### src/inc/pss_consts.svh
`ifndef PSS_CONSTS_SVH
`define PSS_CONSTS_SVH

// Clocking of the sequencer
`define PSS_CORE_CLK_HZ   250000000
`define PSS_SEQ_OSC_HZ    32768
`define PSS_TICK_DIV      (`PSS_CORE_CLK_HZ / `PSS_SEQ_OSC_HZ)
`define PSS_TICK_W        13

// Sequence store geometry and entry layout {last, io_rail, addr, data}
`define PSS_ROM_DEPTH     32
`define PSS_ROM_AW        5
`define PSS_ROM_LAST_IDX  5'h1F
`define PSS_ENT_W         18
`define PSS_ENT_LAST_BIT  17
`define PSS_ENT_IO_BIT    16
`define PSS_ENT_ADDR_MSB  15
`define PSS_ENT_ADDR_LSB  8
`define PSS_ENT_DATA_MSB  7

// Start of each stored sequence
`define PSS_START_OFF_TO_ACTIVE_SEQUENCE 5'h00
`define PSS_START_ACTIVE_TO_OFF_SEQUENCE 5'h08
`define PSS_START_ACTIVE_TO_SLEEP_SEQUENCE 5'h10
`define PSS_START_SLEEP_TO_ACTIVE_SEQUENCE 5'h16
`define PSS_START_SLEEP_TO_OFF_SEQUENCE 5'h1A

// Resource mode codes in data[1:0]
`define PSS_MODE_OFF      2'h0
`define PSS_MODE_ON       2'h1
`define PSS_MODE_SLEEP    2'h2

// Programmed integrity signature: XOR of addr and data of all entries
`define PSS_ROM_SIG       8'h07

// Request bit positions, highest priority first
`define PSS_REQ_OFF       0
`define PSS_REQ_WAKE      1
`define PSS_REQ_SLEEP     2
`define PSS_REQ_ON        3

`endif

### src/inc/pss_pkg.sv
`default_nettype none
package pss_pkg;
  `include "pss_consts.svh"

  typedef enum logic [2:0] {
    PSS_NO_SUPPLY,
    PSS_BACKUP,
    PSS_OFF,
    PSS_ACTIVE,
    PSS_SLEEP
  } pss_pwr_t;

  typedef enum logic [2:0] {
    PSS_SEQ_NONE,
    PSS_SEQ_OFF_TO_ACTIVE_SEQUENCE,
    PSS_SEQ_ACTIVE_TO_OFF_SEQUENCE,
    PSS_SEQ_ACTIVE_TO_SLEEP_SEQUENCE,
    PSS_SEQ_SLEEP_TO_ACTIVE_SEQUENCE,
    PSS_SEQ_SLEEP_TO_OFF_SEQUENCE
  } pss_seq_t;

  typedef enum logic [1:0] {
    PSS_PH_IDLE,
    PSS_PH_CHECK,
    PSS_PH_RUN
  } pss_phase_t;

  typedef enum logic [1:0] {
    PSS_POL_SKIP,
    PSS_POL_CONTINUE,
    PSS_POL_IO_ONLY,
    PSS_POL_STOP
  } pss_policy_t;

  function automatic logic [`PSS_ROM_AW-1:0] pss_seq_start(input pss_seq_t s);
    case (s)
      PSS_SEQ_ACTIVE_TO_OFF_SEQUENCE: pss_seq_start = `PSS_START_ACTIVE_TO_OFF_SEQUENCE;
      PSS_SEQ_ACTIVE_TO_SLEEP_SEQUENCE: pss_seq_start = `PSS_START_ACTIVE_TO_SLEEP_SEQUENCE;
      PSS_SEQ_SLEEP_TO_ACTIVE_SEQUENCE: pss_seq_start = `PSS_START_SLEEP_TO_ACTIVE_SEQUENCE;
      PSS_SEQ_SLEEP_TO_OFF_SEQUENCE: pss_seq_start = `PSS_START_SLEEP_TO_OFF_SEQUENCE;
      default:         pss_seq_start = `PSS_START_OFF_TO_ACTIVE_SEQUENCE;
    endcase
  endfunction

  function automatic pss_pwr_t pss_seq_target(input pss_seq_t s);
    case (s)
      PSS_SEQ_OFF_TO_ACTIVE_SEQUENCE, PSS_SEQ_SLEEP_TO_ACTIVE_SEQUENCE: pss_seq_target = PSS_ACTIVE;
      PSS_SEQ_ACTIVE_TO_SLEEP_SEQUENCE:                  pss_seq_target = PSS_SLEEP;
      default:                          pss_seq_target = PSS_OFF;
    endcase
  endfunction
endpackage
`default_nettype wire

### src/hw/pss_top.sv
`timescale 1ns/1ns
`default_nettype none
`include "pss_consts.svh"
module pss_top
  import pss_pkg::*;
#(
  parameter int unsigned TICK_DIV = `PSS_TICK_DIV
)
(
  input  wire logic       CORE_CLK,
  input  wire logic       RST_N,
  input  wire logic       POR_OK,
  input  wire logic       LOW_SYSTEM_THRESHOLD_OK,
  input  wire logic       HIGH_SYSTEM_THRESHOLD_OK,
  input  wire logic       HOT_DIE,
  input  wire logic       ON_REQ,
  input  wire logic       OFF_REQ,
  input  wire logic       SLEEP_REQ,
  input  wire logic       WAKE_REQ,
  input  wire logic       IRQ_PENDING,
  input  wire logic [1:0] CHECK_POLICY,
  input  wire logic [7:0] FUSE_UPSET,
  input  wire logic       INTEGRITY_ERROR_CLR,
  input  wire logic       SW_WR_EN,
  input  wire logic [7:0] SW_WR_ADDR,
  input  wire logic [7:0] SW_WR_DATA,
  output logic      [2:0] POWER_STATE,
  output logic            SEQ_BUSY,
  output logic            RES_WR_EN,
  output logic      [7:0] RES_WR_ADDR,
  output logic      [7:0] RES_WR_DATA,
  output logic            RES_DEFAULT_LOAD,
  output logic      [7:0] LINK_KEEP_ON,
  output logic            INTEGRITY_ERROR_FLAG
);
  pss_pwr_t                pwr_q;
  pss_pwr_t                pwr_d;
  pss_seq_t                seq_q;
  pss_seq_t                seq_d;
  pss_phase_t              ph_q;
  pss_phase_t              ph_d;
  pss_policy_t             policy;
  logic [`PSS_ROM_AW-1:0]  ptr_q;
  logic [`PSS_ROM_AW-1:0]  ptr_d;
  logic [`PSS_ROM_AW-1:0]  rd_idx_q;
  logic [`PSS_ENT_W-1:0]   rom_word;
  logic [`PSS_TICK_W-1:0]  tick_q;
  logic [7:0]              sig_q;
  logic [7:0]              sig_d;
  logic [7:0]              link_d;
  logic [3:0]              grant;
  logic [3:0]              legal;
  logic                    chk_vld_q;
  logic                    io_limit_q;
  logic                    io_limit_d;
  logic                    seq_wr;
  logic                    hw_load;
  logic                    err_set;
  logic                    start_run;

  wire [7:0] ent_addr  = rom_word[`PSS_ENT_ADDR_MSB:`PSS_ENT_ADDR_LSB];
  wire [7:0] ent_data  = rom_word[`PSS_ENT_DATA_MSB:0];
  // Upset folded into one entry only; spread over the even-sized store it would cancel out
  wire [7:0] chk_upset = (rd_idx_q == '0) ? FUSE_UPSET : 8'h00;
  wire       ent_last  = rom_word[`PSS_ENT_LAST_BIT];
  wire       ent_io    = rom_word[`PSS_ENT_IO_BIT];
  wire       tick      = (tick_q == '0);
  wire       supplied  = POR_OK && LOW_SYSTEM_THRESHOLD_OK;
  wire       powered   = (pwr_q == PSS_OFF) || (pwr_q == PSS_ACTIVE) || (pwr_q == PSS_SLEEP);
  wire       on_ok     = HIGH_SYSTEM_THRESHOLD_OK && !HOT_DIE;
  wire       off_seq   = (seq_q == PSS_SEQ_ACTIVE_TO_OFF_SEQUENCE) || (seq_q == PSS_SEQ_SLEEP_TO_OFF_SEQUENCE);
  wire       off_abort = (ph_q != PSS_PH_IDLE) && OFF_REQ && !off_seq;
  wire [7:0] sig_next  = sig_q ^ ent_addr ^ ent_data ^ chk_upset;
  wire       chk_done  = chk_vld_q && (rd_idx_q == `PSS_ROM_LAST_IDX);
  wire       mismatch  = (sig_next != `PSS_ROM_SIG);

  assign policy = pss_policy_t'(CHECK_POLICY);

  // Which requests make sense in the present state
  assign legal[`PSS_REQ_OFF]   = (pwr_q == PSS_ACTIVE) || (pwr_q == PSS_SLEEP);
  assign legal[`PSS_REQ_WAKE]  = (pwr_q == PSS_SLEEP);
  assign legal[`PSS_REQ_SLEEP] = (pwr_q == PSS_ACTIVE) && !IRQ_PENDING;
  assign legal[`PSS_REQ_ON]    = (pwr_q == PSS_OFF) && on_ok;

  pss_req_arb pss_req_arb_inst (
    .clk   (CORE_CLK),
    .rst_n (RST_N),
    .req   ({ON_REQ, SLEEP_REQ, WAKE_REQ, OFF_REQ}),
    .legal (legal),
    .busy  (ph_q != PSS_PH_IDLE),
    .grant (grant)
  );

  pss_seq_rom pss_seq_rom_inst (
    .clk     (CORE_CLK),
    .addr    (ptr_q),
    .rd_data (rom_word)
  );

  always_comb begin
    pwr_d      = pwr_q;
    seq_d      = seq_q;
    ph_d       = ph_q;
    ptr_d      = ptr_q;
    sig_d      = sig_q;
    io_limit_d = io_limit_q;
    seq_wr     = 1'b0;
    hw_load    = 1'b0;
    err_set    = 1'b0;
    start_run  = 1'b0;
    if (!POR_OK) begin
      pwr_d = PSS_NO_SUPPLY;
      ph_d  = PSS_PH_IDLE;
      seq_d = PSS_SEQ_NONE;
    end else if (!LOW_SYSTEM_THRESHOLD_OK) begin
      pwr_d = PSS_BACKUP;
      ph_d  = PSS_PH_IDLE;
      seq_d = PSS_SEQ_NONE;
    end else if (!powered) begin
      // Entry into off from no-supply or backup is a plain hardware reload, no sequence runs
      pwr_d   = PSS_OFF;
      hw_load = 1'b1;
    end else if (off_abort) begin
      if (ph_q == PSS_PH_CHECK) begin
        ph_d  = PSS_PH_IDLE;
        seq_d = PSS_SEQ_NONE;
      end else begin
        seq_d     = (seq_q == PSS_SEQ_ACTIVE_TO_SLEEP_SEQUENCE) || (pwr_q == PSS_SLEEP) ? PSS_SEQ_SLEEP_TO_OFF_SEQUENCE
                                                                       : PSS_SEQ_ACTIVE_TO_OFF_SEQUENCE;
        ptr_d     = pss_seq_start(seq_d);
        start_run = 1'b1;
        io_limit_d = 1'b0;
      end
    end else begin
      case (ph_q)
        PSS_PH_IDLE: begin
          seq_d = PSS_SEQ_NONE;
          // Grants are rechecked here since conditions may move in one cycle
          if (grant[`PSS_REQ_OFF] && legal[`PSS_REQ_OFF]) begin
            seq_d = (pwr_q == PSS_SLEEP) ? PSS_SEQ_SLEEP_TO_OFF_SEQUENCE : PSS_SEQ_ACTIVE_TO_OFF_SEQUENCE;
          end else if (grant[`PSS_REQ_WAKE] && legal[`PSS_REQ_WAKE]) begin
            seq_d = on_ok ? PSS_SEQ_SLEEP_TO_ACTIVE_SEQUENCE : PSS_SEQ_SLEEP_TO_OFF_SEQUENCE;
          end else if (grant[`PSS_REQ_SLEEP] && legal[`PSS_REQ_SLEEP]) begin
            seq_d = PSS_SEQ_ACTIVE_TO_SLEEP_SEQUENCE;
          end else if (grant[`PSS_REQ_ON] && legal[`PSS_REQ_ON]) begin
            seq_d = PSS_SEQ_OFF_TO_ACTIVE_SEQUENCE;
          end
          io_limit_d = 1'b0;
          if (seq_d == PSS_SEQ_OFF_TO_ACTIVE_SEQUENCE && policy != PSS_POL_SKIP) begin
            ph_d  = PSS_PH_CHECK;
            ptr_d = '0;
            sig_d = 8'h00;
          end else if (seq_d != PSS_SEQ_NONE) begin
            ph_d      = PSS_PH_RUN;
            ptr_d     = pss_seq_start(seq_d);
            start_run = 1'b1;
          end
        end
        PSS_PH_CHECK: begin
          ptr_d = ptr_q + 1'b1;
          if (chk_vld_q) begin
            sig_d = sig_next;
          end
          if (chk_done) begin
            err_set = mismatch;
            if (mismatch && policy == PSS_POL_STOP) begin
              ph_d  = PSS_PH_IDLE;
              seq_d = PSS_SEQ_NONE;
            end else begin
              io_limit_d = mismatch && (policy == PSS_POL_IO_ONLY);
              ph_d       = PSS_PH_RUN;
              ptr_d      = pss_seq_start(seq_q);
              start_run  = 1'b1;
            end
          end
        end
        PSS_PH_RUN: begin
          if (tick) begin
            seq_wr = 1'b1;
            if (ent_last || (io_limit_q && ent_io)) begin
              pwr_d = pss_seq_target(seq_q);
              ph_d  = PSS_PH_IDLE;
              seq_d = PSS_SEQ_NONE;
            end else begin
              ptr_d = ptr_q + 1'b1;
            end
          end
        end
        default: begin
          ph_d = PSS_PH_IDLE;
        end
      endcase
    end
  end

  // Resources written on by the active-to-sleep sequence hold their linked subsystems up through sleep
  always_comb begin
    link_d = LINK_KEEP_ON;
    if (pwr_d != PSS_SLEEP && seq_d != PSS_SEQ_ACTIVE_TO_SLEEP_SEQUENCE) begin
      link_d = 8'h00;
    end else if (seq_wr && seq_q == PSS_SEQ_ACTIVE_TO_SLEEP_SEQUENCE) begin
      link_d[ent_addr[2:0]] = (ent_data[1:0] == `PSS_MODE_ON);
    end
  end

  always_ff @(posedge CORE_CLK) begin
    if (!RST_N) begin
      pwr_q      <= PSS_NO_SUPPLY;
      seq_q      <= PSS_SEQ_NONE;
      ph_q       <= PSS_PH_IDLE;
      ptr_q      <= '0;
      sig_q      <= 8'h00;
      io_limit_q <= 1'b0;
    end else begin
      pwr_q      <= pwr_d;
      seq_q      <= seq_d;
      ph_q       <= ph_d;
      ptr_q      <= ptr_d;
      sig_q      <= sig_d;
      io_limit_q <= io_limit_d;
    end
  end

  // Store read data lags its address by one cycle
  always_ff @(posedge CORE_CLK) begin
    if (!RST_N) begin
      rd_idx_q  <= '0;
      chk_vld_q <= 1'b0;
    end else begin
      rd_idx_q  <= ptr_q;
      chk_vld_q <= (ph_q == PSS_PH_CHECK) && (ph_d == PSS_PH_CHECK);
    end
  end

  // Step pacing; the reload gives the store a full tick to settle
  always_ff @(posedge CORE_CLK) begin
    if (!RST_N) begin
      tick_q <= '0;
    end else if (start_run || tick) begin
      tick_q <= `PSS_TICK_W'(TICK_DIV - 1);
    end else begin
      tick_q <= tick_q - 1'b1;
    end
  end

  // Sequencer writes win; a colliding software write is dropped
  always_ff @(posedge CORE_CLK) begin
    if (!RST_N) begin
      RES_WR_EN   <= 1'b0;
      RES_WR_ADDR <= 8'h00;
      RES_WR_DATA <= 8'h00;
    end else if (seq_wr) begin
      RES_WR_EN   <= 1'b1;
      RES_WR_ADDR <= ent_addr;
      RES_WR_DATA <= ent_data;
    end else begin
      RES_WR_EN   <= SW_WR_EN && powered && supplied;
      RES_WR_ADDR <= SW_WR_ADDR;
      RES_WR_DATA <= SW_WR_DATA;
    end
  end

  always_ff @(posedge CORE_CLK) begin
    if (!RST_N) begin
      POWER_STATE          <= 3'h0;
      SEQ_BUSY             <= 1'b0;
      RES_DEFAULT_LOAD     <= 1'b0;
      LINK_KEEP_ON         <= 8'h00;
      INTEGRITY_ERROR_FLAG <= 1'b0;
    end else begin
      POWER_STATE          <= pwr_d;
      SEQ_BUSY             <= (ph_d != PSS_PH_IDLE);
      RES_DEFAULT_LOAD     <= hw_load;
      LINK_KEEP_ON         <= link_d;
      // Set beats clear when both land together
      INTEGRITY_ERROR_FLAG <= err_set || (INTEGRITY_ERROR_FLAG && !INTEGRITY_ERROR_CLR);
    end
  end
endmodule
`default_nettype wire

### src/hw/pss_seq_rom.sv
`timescale 1ns/1ns
`default_nettype none
`include "pss_consts.svh"
// Fixed sequence store; no write port exists, so contents cannot change
module pss_seq_rom
  import pss_pkg::*;
(
  input  wire logic                  clk,
  input  wire logic [`PSS_ROM_AW-1:0] addr,
  output logic      [`PSS_ENT_W-1:0]  rd_data
);
  logic [`PSS_ENT_W-1:0] word;

  always_comb begin
    case (addr)
      5'h00:   word = 18'h0_0101;
      5'h01:   word = 18'h1_0201;
      5'h02:   word = 18'h0_0301;
      5'h03:   word = 18'h2_0401;
      5'h08:   word = 18'h0_0400;
      5'h09:   word = 18'h0_0300;
      5'h0A:   word = 18'h1_0200;
      5'h0B:   word = 18'h2_0100;
      5'h10:   word = 18'h0_0302;
      5'h11:   word = 18'h2_0401;
      5'h16:   word = 18'h0_0301;
      5'h17:   word = 18'h2_0401;
      5'h1A:   word = 18'h0_0400;
      5'h1B:   word = 18'h0_0300;
      5'h1C:   word = 18'h1_0200;
      5'h1D:   word = 18'h2_0100;
      default: word = 18'h0_0000;
    endcase
  end

  always_ff @(posedge clk) begin
    rd_data <= word;
  end
endmodule
`default_nettype wire

### src/hw/pss_req_arb.sv
`timescale 1ns/1ns
`default_nettype none
module pss_req_arb
  import pss_pkg::*;
(
  input  wire logic       clk,
  input  wire logic       rst_n,
  input  wire logic [3:0] req,
  input  wire logic [3:0] legal,
  input  wire logic       busy,
  output logic      [3:0] grant
);
  logic [3:0] pend_q;
  logic [3:0] pend_d;
  logic [3:0] cand;
  logic [3:0] pick;
  logic       may_grant;

  // Held requests are only judged once the sequencer is idle again
  assign may_grant = !busy && (grant == 4'h0);
  assign cand      = pend_q & legal;
  // Fixed priority: off, wake, sleep, on
  assign pick      = cand & (~cand + 4'h1);

  always_comb begin
    pend_d = pend_q;
    if (may_grant) begin
      pend_d = cand & ~pick;
    end
    // New arrivals win over the clear in the same cycle
    pend_d = pend_d | req;
  end

  always_ff @(posedge clk) begin
    if (!rst_n) begin
      pend_q <= 4'h0;
      grant  <= 4'h0;
    end else begin
      pend_q <= pend_d;
      grant  <= may_grant ? pick : 4'h0;
    end
  end
endmodule
`default_nettype wire

### config.mk
export PLATFORM = sky130hd
export DESIGN_NAME = pss_top
export DESIGN_NICKNAME = d
export VERILOG_FILES = /design/src/inc/pss_pkg.sv /design/src/hw/pss_top.sv /design/src/hw/pss_seq_rom.sv /design/src/hw/pss_req_arb.sv
export VERILOG_INCLUDE_DIRS = /design/src /design/src/inc
export SDC_FILE = /design/constraint.sdc
export NUM_CORES = 1
export LEC_CHECK = 0
export ABC_AREA = 1
export BUFFER_PORTS_ARGS = -buffer_cell sky130_fd_sc_hd__buf_2
export CORE_ASPECT_RATIO = 0.7
export CORE_MARGIN = 5
export CORE_UTILIZATION = 38
export DETAILED_ROUTE_END_ITERATION = 10
export GPL_TIMING_DRIVEN = 0
export PLACE_DENSITY = 0.58
export SYNTH_ARGS = -nofsm -noshare
export SYNTH_HDL_FRONTEND = slang
export SYNTH_SLANG_ARGS = --single-unit
### constraint.sdc
create_clock -name CORE_CLK -period 3.1 [get_ports CORE_CLK]
set_input_delay 0.775 -clock CORE_CLK [delete_from_list [all_inputs] [get_ports CORE_CLK]]
set_output_delay 0.775 -clock CORE_CLK [all_outputs]
set_load 0.02 [all_outputs]
==> flow_summary_export.csv <==
group,metric,value,unit
power,swShare,27.11,%
timing,setup_viol,0,
timing,skew,7.076,ps
yosys,async_flop_share,0,%
final_layout,fin_nets,766,
yosys,ys_warn_count,0,
global_routing,track_usage,17.06,%
yosys,synth_largest_area_cell,"dfxtp_1",
place,port_buffers,68,
worst_hold_path,whs_path_depth,1,
global_routing,overflow,0,
yosys,synthAdderAreaFrac,3.138,%
drt,antenna_left,0,
worst_hold_path,holdPathEnd,"tick_q[0]",
clocking,cts-root-buf,"clkbuf_16",
timing,post-route-period-util,84.39,%
yosys,synth_area,4385,sq um
yosys,ys_ff_latch,84,
timing,final-hold-violation-count,0,
drt,drtPass1Iterations,5,
yosys,ys_top_cells_by_area,"dfxtp_1 38%, nand2_1 12%, inv_1 9.0%",
yosys,synth.net_count,687,
global_routing,grt_pass1_vias,3909,
setup_path,cp.arrival,2900,ps
setup_path,r2r-start,"tick_q[0]",
floorplanning,io_pins,70,
timing,rsz0062_at_grt,"false",
timing,min_period,2616,ps
clocking,cts_htree_levels,3,
global_routing,grt_max_degree,15,
global_routing,grt_first_pass_wirelength,19.26,mm
timing,slew_headroom,52.80,%
worst_hold_path,holdCritPathClass,"flip-flop to flip-flop",
global_routing,antenna_found_initial,0,
power,vdd_drop_max,0.2633,mV
yosys,syn_area_per_cell,6.885,sq um
outcome,outcome,"complete, no violations",
setup_path,crit_path_end_kind,"flip-flop",
floorplanning,dieArea,13820,sq um
power,p_seq_share,42.8,%
clocking,cts_hold_buf,0,
power,p_switching,0.0007618,W
floorplanning,start_util,39.26,%
yosys,synthSimpleGateAreaFrac,34.18,%
timing,slew_viol_final,0,
setup_path,reg2reg_slack,480,ps
yosys,synth_top_family_by_area,"simple AND/OR/NAND/NOR gates",
clocking,cts_tree,"yes",
clocking,post-cts-setup-buffers,0,
drt,vias,4243,
drt,drc,0,
setup_path,r2r-end,"LINK_KEEP_ON[5]",
worst_hold_path,hp-start,"tick_q[0]",
yosys,ys_dominant_reg_cell,"dfxtp_1",
final_layout,antenna_cells,0,
setup_path,critPathLaunchType,"flip-flop",
timing,max_freq,382.3,MHz
yosys,synthCells,637,
drt,wl_per_cell,13.28,um
setup_path,cp_max_fo,5,
clocking,clk_pin_slew,60,ps
clocking,cts_sinks,84,
final_layout,drive_gt1_share,17.61,%
power,power_density,535.7,nW/um^2
final_layout,area_delta_synth_final,19.60,%
setup_path,r2r_cells,14,
power,p_int,0.002048,W
power,p_clk_share,41.9,%
clocking,clock_path_buffers,2,
floorplanning,die_w,138.4,um
yosys,synth_edf_count,0,
clocking,cts.repair.resized,0,
floorplanning,coreArea,11170,sq um
place,dp_hpwl,8.951,mm
power,p_comb_share,15.3,%
yosys,synth_compound_area_share,12.95,%
power,p_leak,2.547,nW
floorplanning,row_count,32,
yosys,ys_types,40,
drt,wl,11.60,mm
floorplanning,die_h,99.88,um
yosys,synth_xor_area_share,0.9986,%
clocking,cts_made_buffers,9,
timing,tightestPinTransition,708.0,ps
timing,fin_tns_setup,0,ps
yosys,netlist.area_leader.share,38.35,%
drt,viasPerCell,4.855,
final_layout,fin_util,46.95,%
drt,drt_iter0_drc,319,
place,place_area,4917,sq um
setup_path,path_class,"flip-flop to flip-flop",
yosys,ys_seq_area_share,38.35,%
setup_path,required,3380,ps
final_layout,n_fill_cell,1136,
yosys,synth.mux.area_fraction,0,%
clocking,insertion_delay,340,ps
place,gp_congestion,0.9427,
flow_run,maxCapViolCount,0,
final_layout,final_area,5245,sq um
==> worst max-delay path by stage <==
stage                            to  cells after the start           from
detailed placement  LINK_KEEP_ON[5]                     16        HOT_DIE
CTS                 LINK_KEEP_ON[5]                     14      tick_q[0]
finish              LINK_KEEP_ON[5]                     14      tick_q[0]
global placement    LINK_KEEP_ON[6]                     16        HOT_DIE
global route        LINK_KEEP_ON[3]                     14      tick_q[0]
floorplan           LINK_KEEP_ON[0]                     18  FUSE_UPSET[7]
==> through the flow <==
| step | power [W] | hold WS (ps) | std cells | worst slack (ps) |
|---|---|---|---|---|
| floorplan | 0.001536 | 413.8 | 637 | 977.3 |
| global placement | 0.001642 | 426.7 | 858 | 392.5 |
| detailed placement | 0.001653 | 447.2 | 858 | 374.7 |
| CTS | 0.002838 | 460.0 | 874 | 476.1 |
| global route | 0.002955 | 476.4 | 874 | 39.91 |
| finish | 0.002810 | 455.7 | 874 | 484.0 |
==> logic make-up after synthesis <==
group	count (synthesis)
flops	84
compound gates	101
xor+xnor	5
buf+inv	119
fa+ha+maj	11
simple gates	317
==> power by group through the flow <==
stage               registers, W  logic, W  clock network, W
detailed placement       0.00123  0.000428                 0
floorplan                0.00123  0.000302                 0
CTS                      0.00120  0.000429           0.00121
global route             0.00121  0.000489           0.00125
finish                   0.00120  0.000429           0.00118
global placement         0.00122  0.000417                 0
==> cells in the mapped netlist, types with 2 or more instances <==
cell type / n
nand2_1: 145
inv_1: 105
dfxtp_1: 84
nor2_1: 65
o21ai_0: 41
nand3_1: 40
a21oi_1: 36
nor2_2: 15
nand4_1: 13
nor3_1: 12
ha_1: 11
clkbuf_1: 9
a31oi_1: 7
nand2_2: 7
a211oi_1: 5
nand2_4: 4
nand3b_1: 3
nor2_8: 3
or2_2: 3
xor2_1: 3
a22oi_1: 2
buf_2: 2
nor3b_1: 2
o211ai_1: 2
o221ai_1: 2
xnor2_1: 2
==> sequential cells by signal, indices dropped and copies added (netlist names), 4 cells and up <==
signal	cells
tick_q	13
LINK_KEEP_ON	8
RES_WR_ADDR	8
RES_WR_DATA	8
sig_q	8
pss_seq_rom_inst.rd_data	7
ptr_q	5
rd_idx_q	5
pss_req_arb_inst.grant	4
pss_req_arb_inst.pend_q	4
==> cell type report <==
cell class	instances	area, sq um	share of cell area (%)
multi-input cells	434	2248	42.87
flip-flops and latches	84	1682	32.06
inverters	107	404.1	7.705
repair buffers	68	340.3	6.489
clock buffers	11	242.7	4.628
well taps	153	191.4	3.650
clock inverters	5	85.08	1.622
plain buffers	12	51.30	0.9781
==> layout by cell type (no fill, tap or decap), types with 2 or more instances in the layout <==
master,count
nor2_8,3
o211ai_1,2
xor2_1,3
nand2_2,7
clkbuf_16,9
a21oi_1,36
clkbuf_1,10
nand3_1,40
nor3_1,12
nand3b_1,3
nand2_4,4
bufinv_16,2
inv_1,105
nand4_1,13
nand2_1,145
ha_1,11
clkinv_4,2
nor3b_1,2
buf_2,70
o221ai_1,2
a31oi_1,7
xnor2_1,2
nor2_2,15
a211oi_1,5
o21ai_0,41
a22oi_1,2
or2_2,3
dfxtp_1,84
nor2_1,65
==> worst max-delay path, cell delays in order, from the launching register on <==
cell	delay (ps)
dfxtp_1	330
inv_1	60
ha_1	200
nand4_1	160
nor2_1	110
inv_1	60
nor2_2	130
inv_1	80
nor3_2	280
nand3_1	350
nor2_1	350
nand2_1	110
o21ai_0	170
inv_1	70
nor2_2	100
==> layer usage <==
layer | wire (um) | track usage, % | vias to the layer above | share of wire [%]
met1 | 5636 | 24.36 | 1894 | 49
met4 | 157 | 3.721 | 0 | 1.4
met2 | 4810 | 25.00 | 148 | 41
li1 | - | - | 2190 | -
met3 | 998 | 5.762 | 11 | 8.6
met5 | 0 | 0 | - | 0
Power figures use the tool's default switching activity.
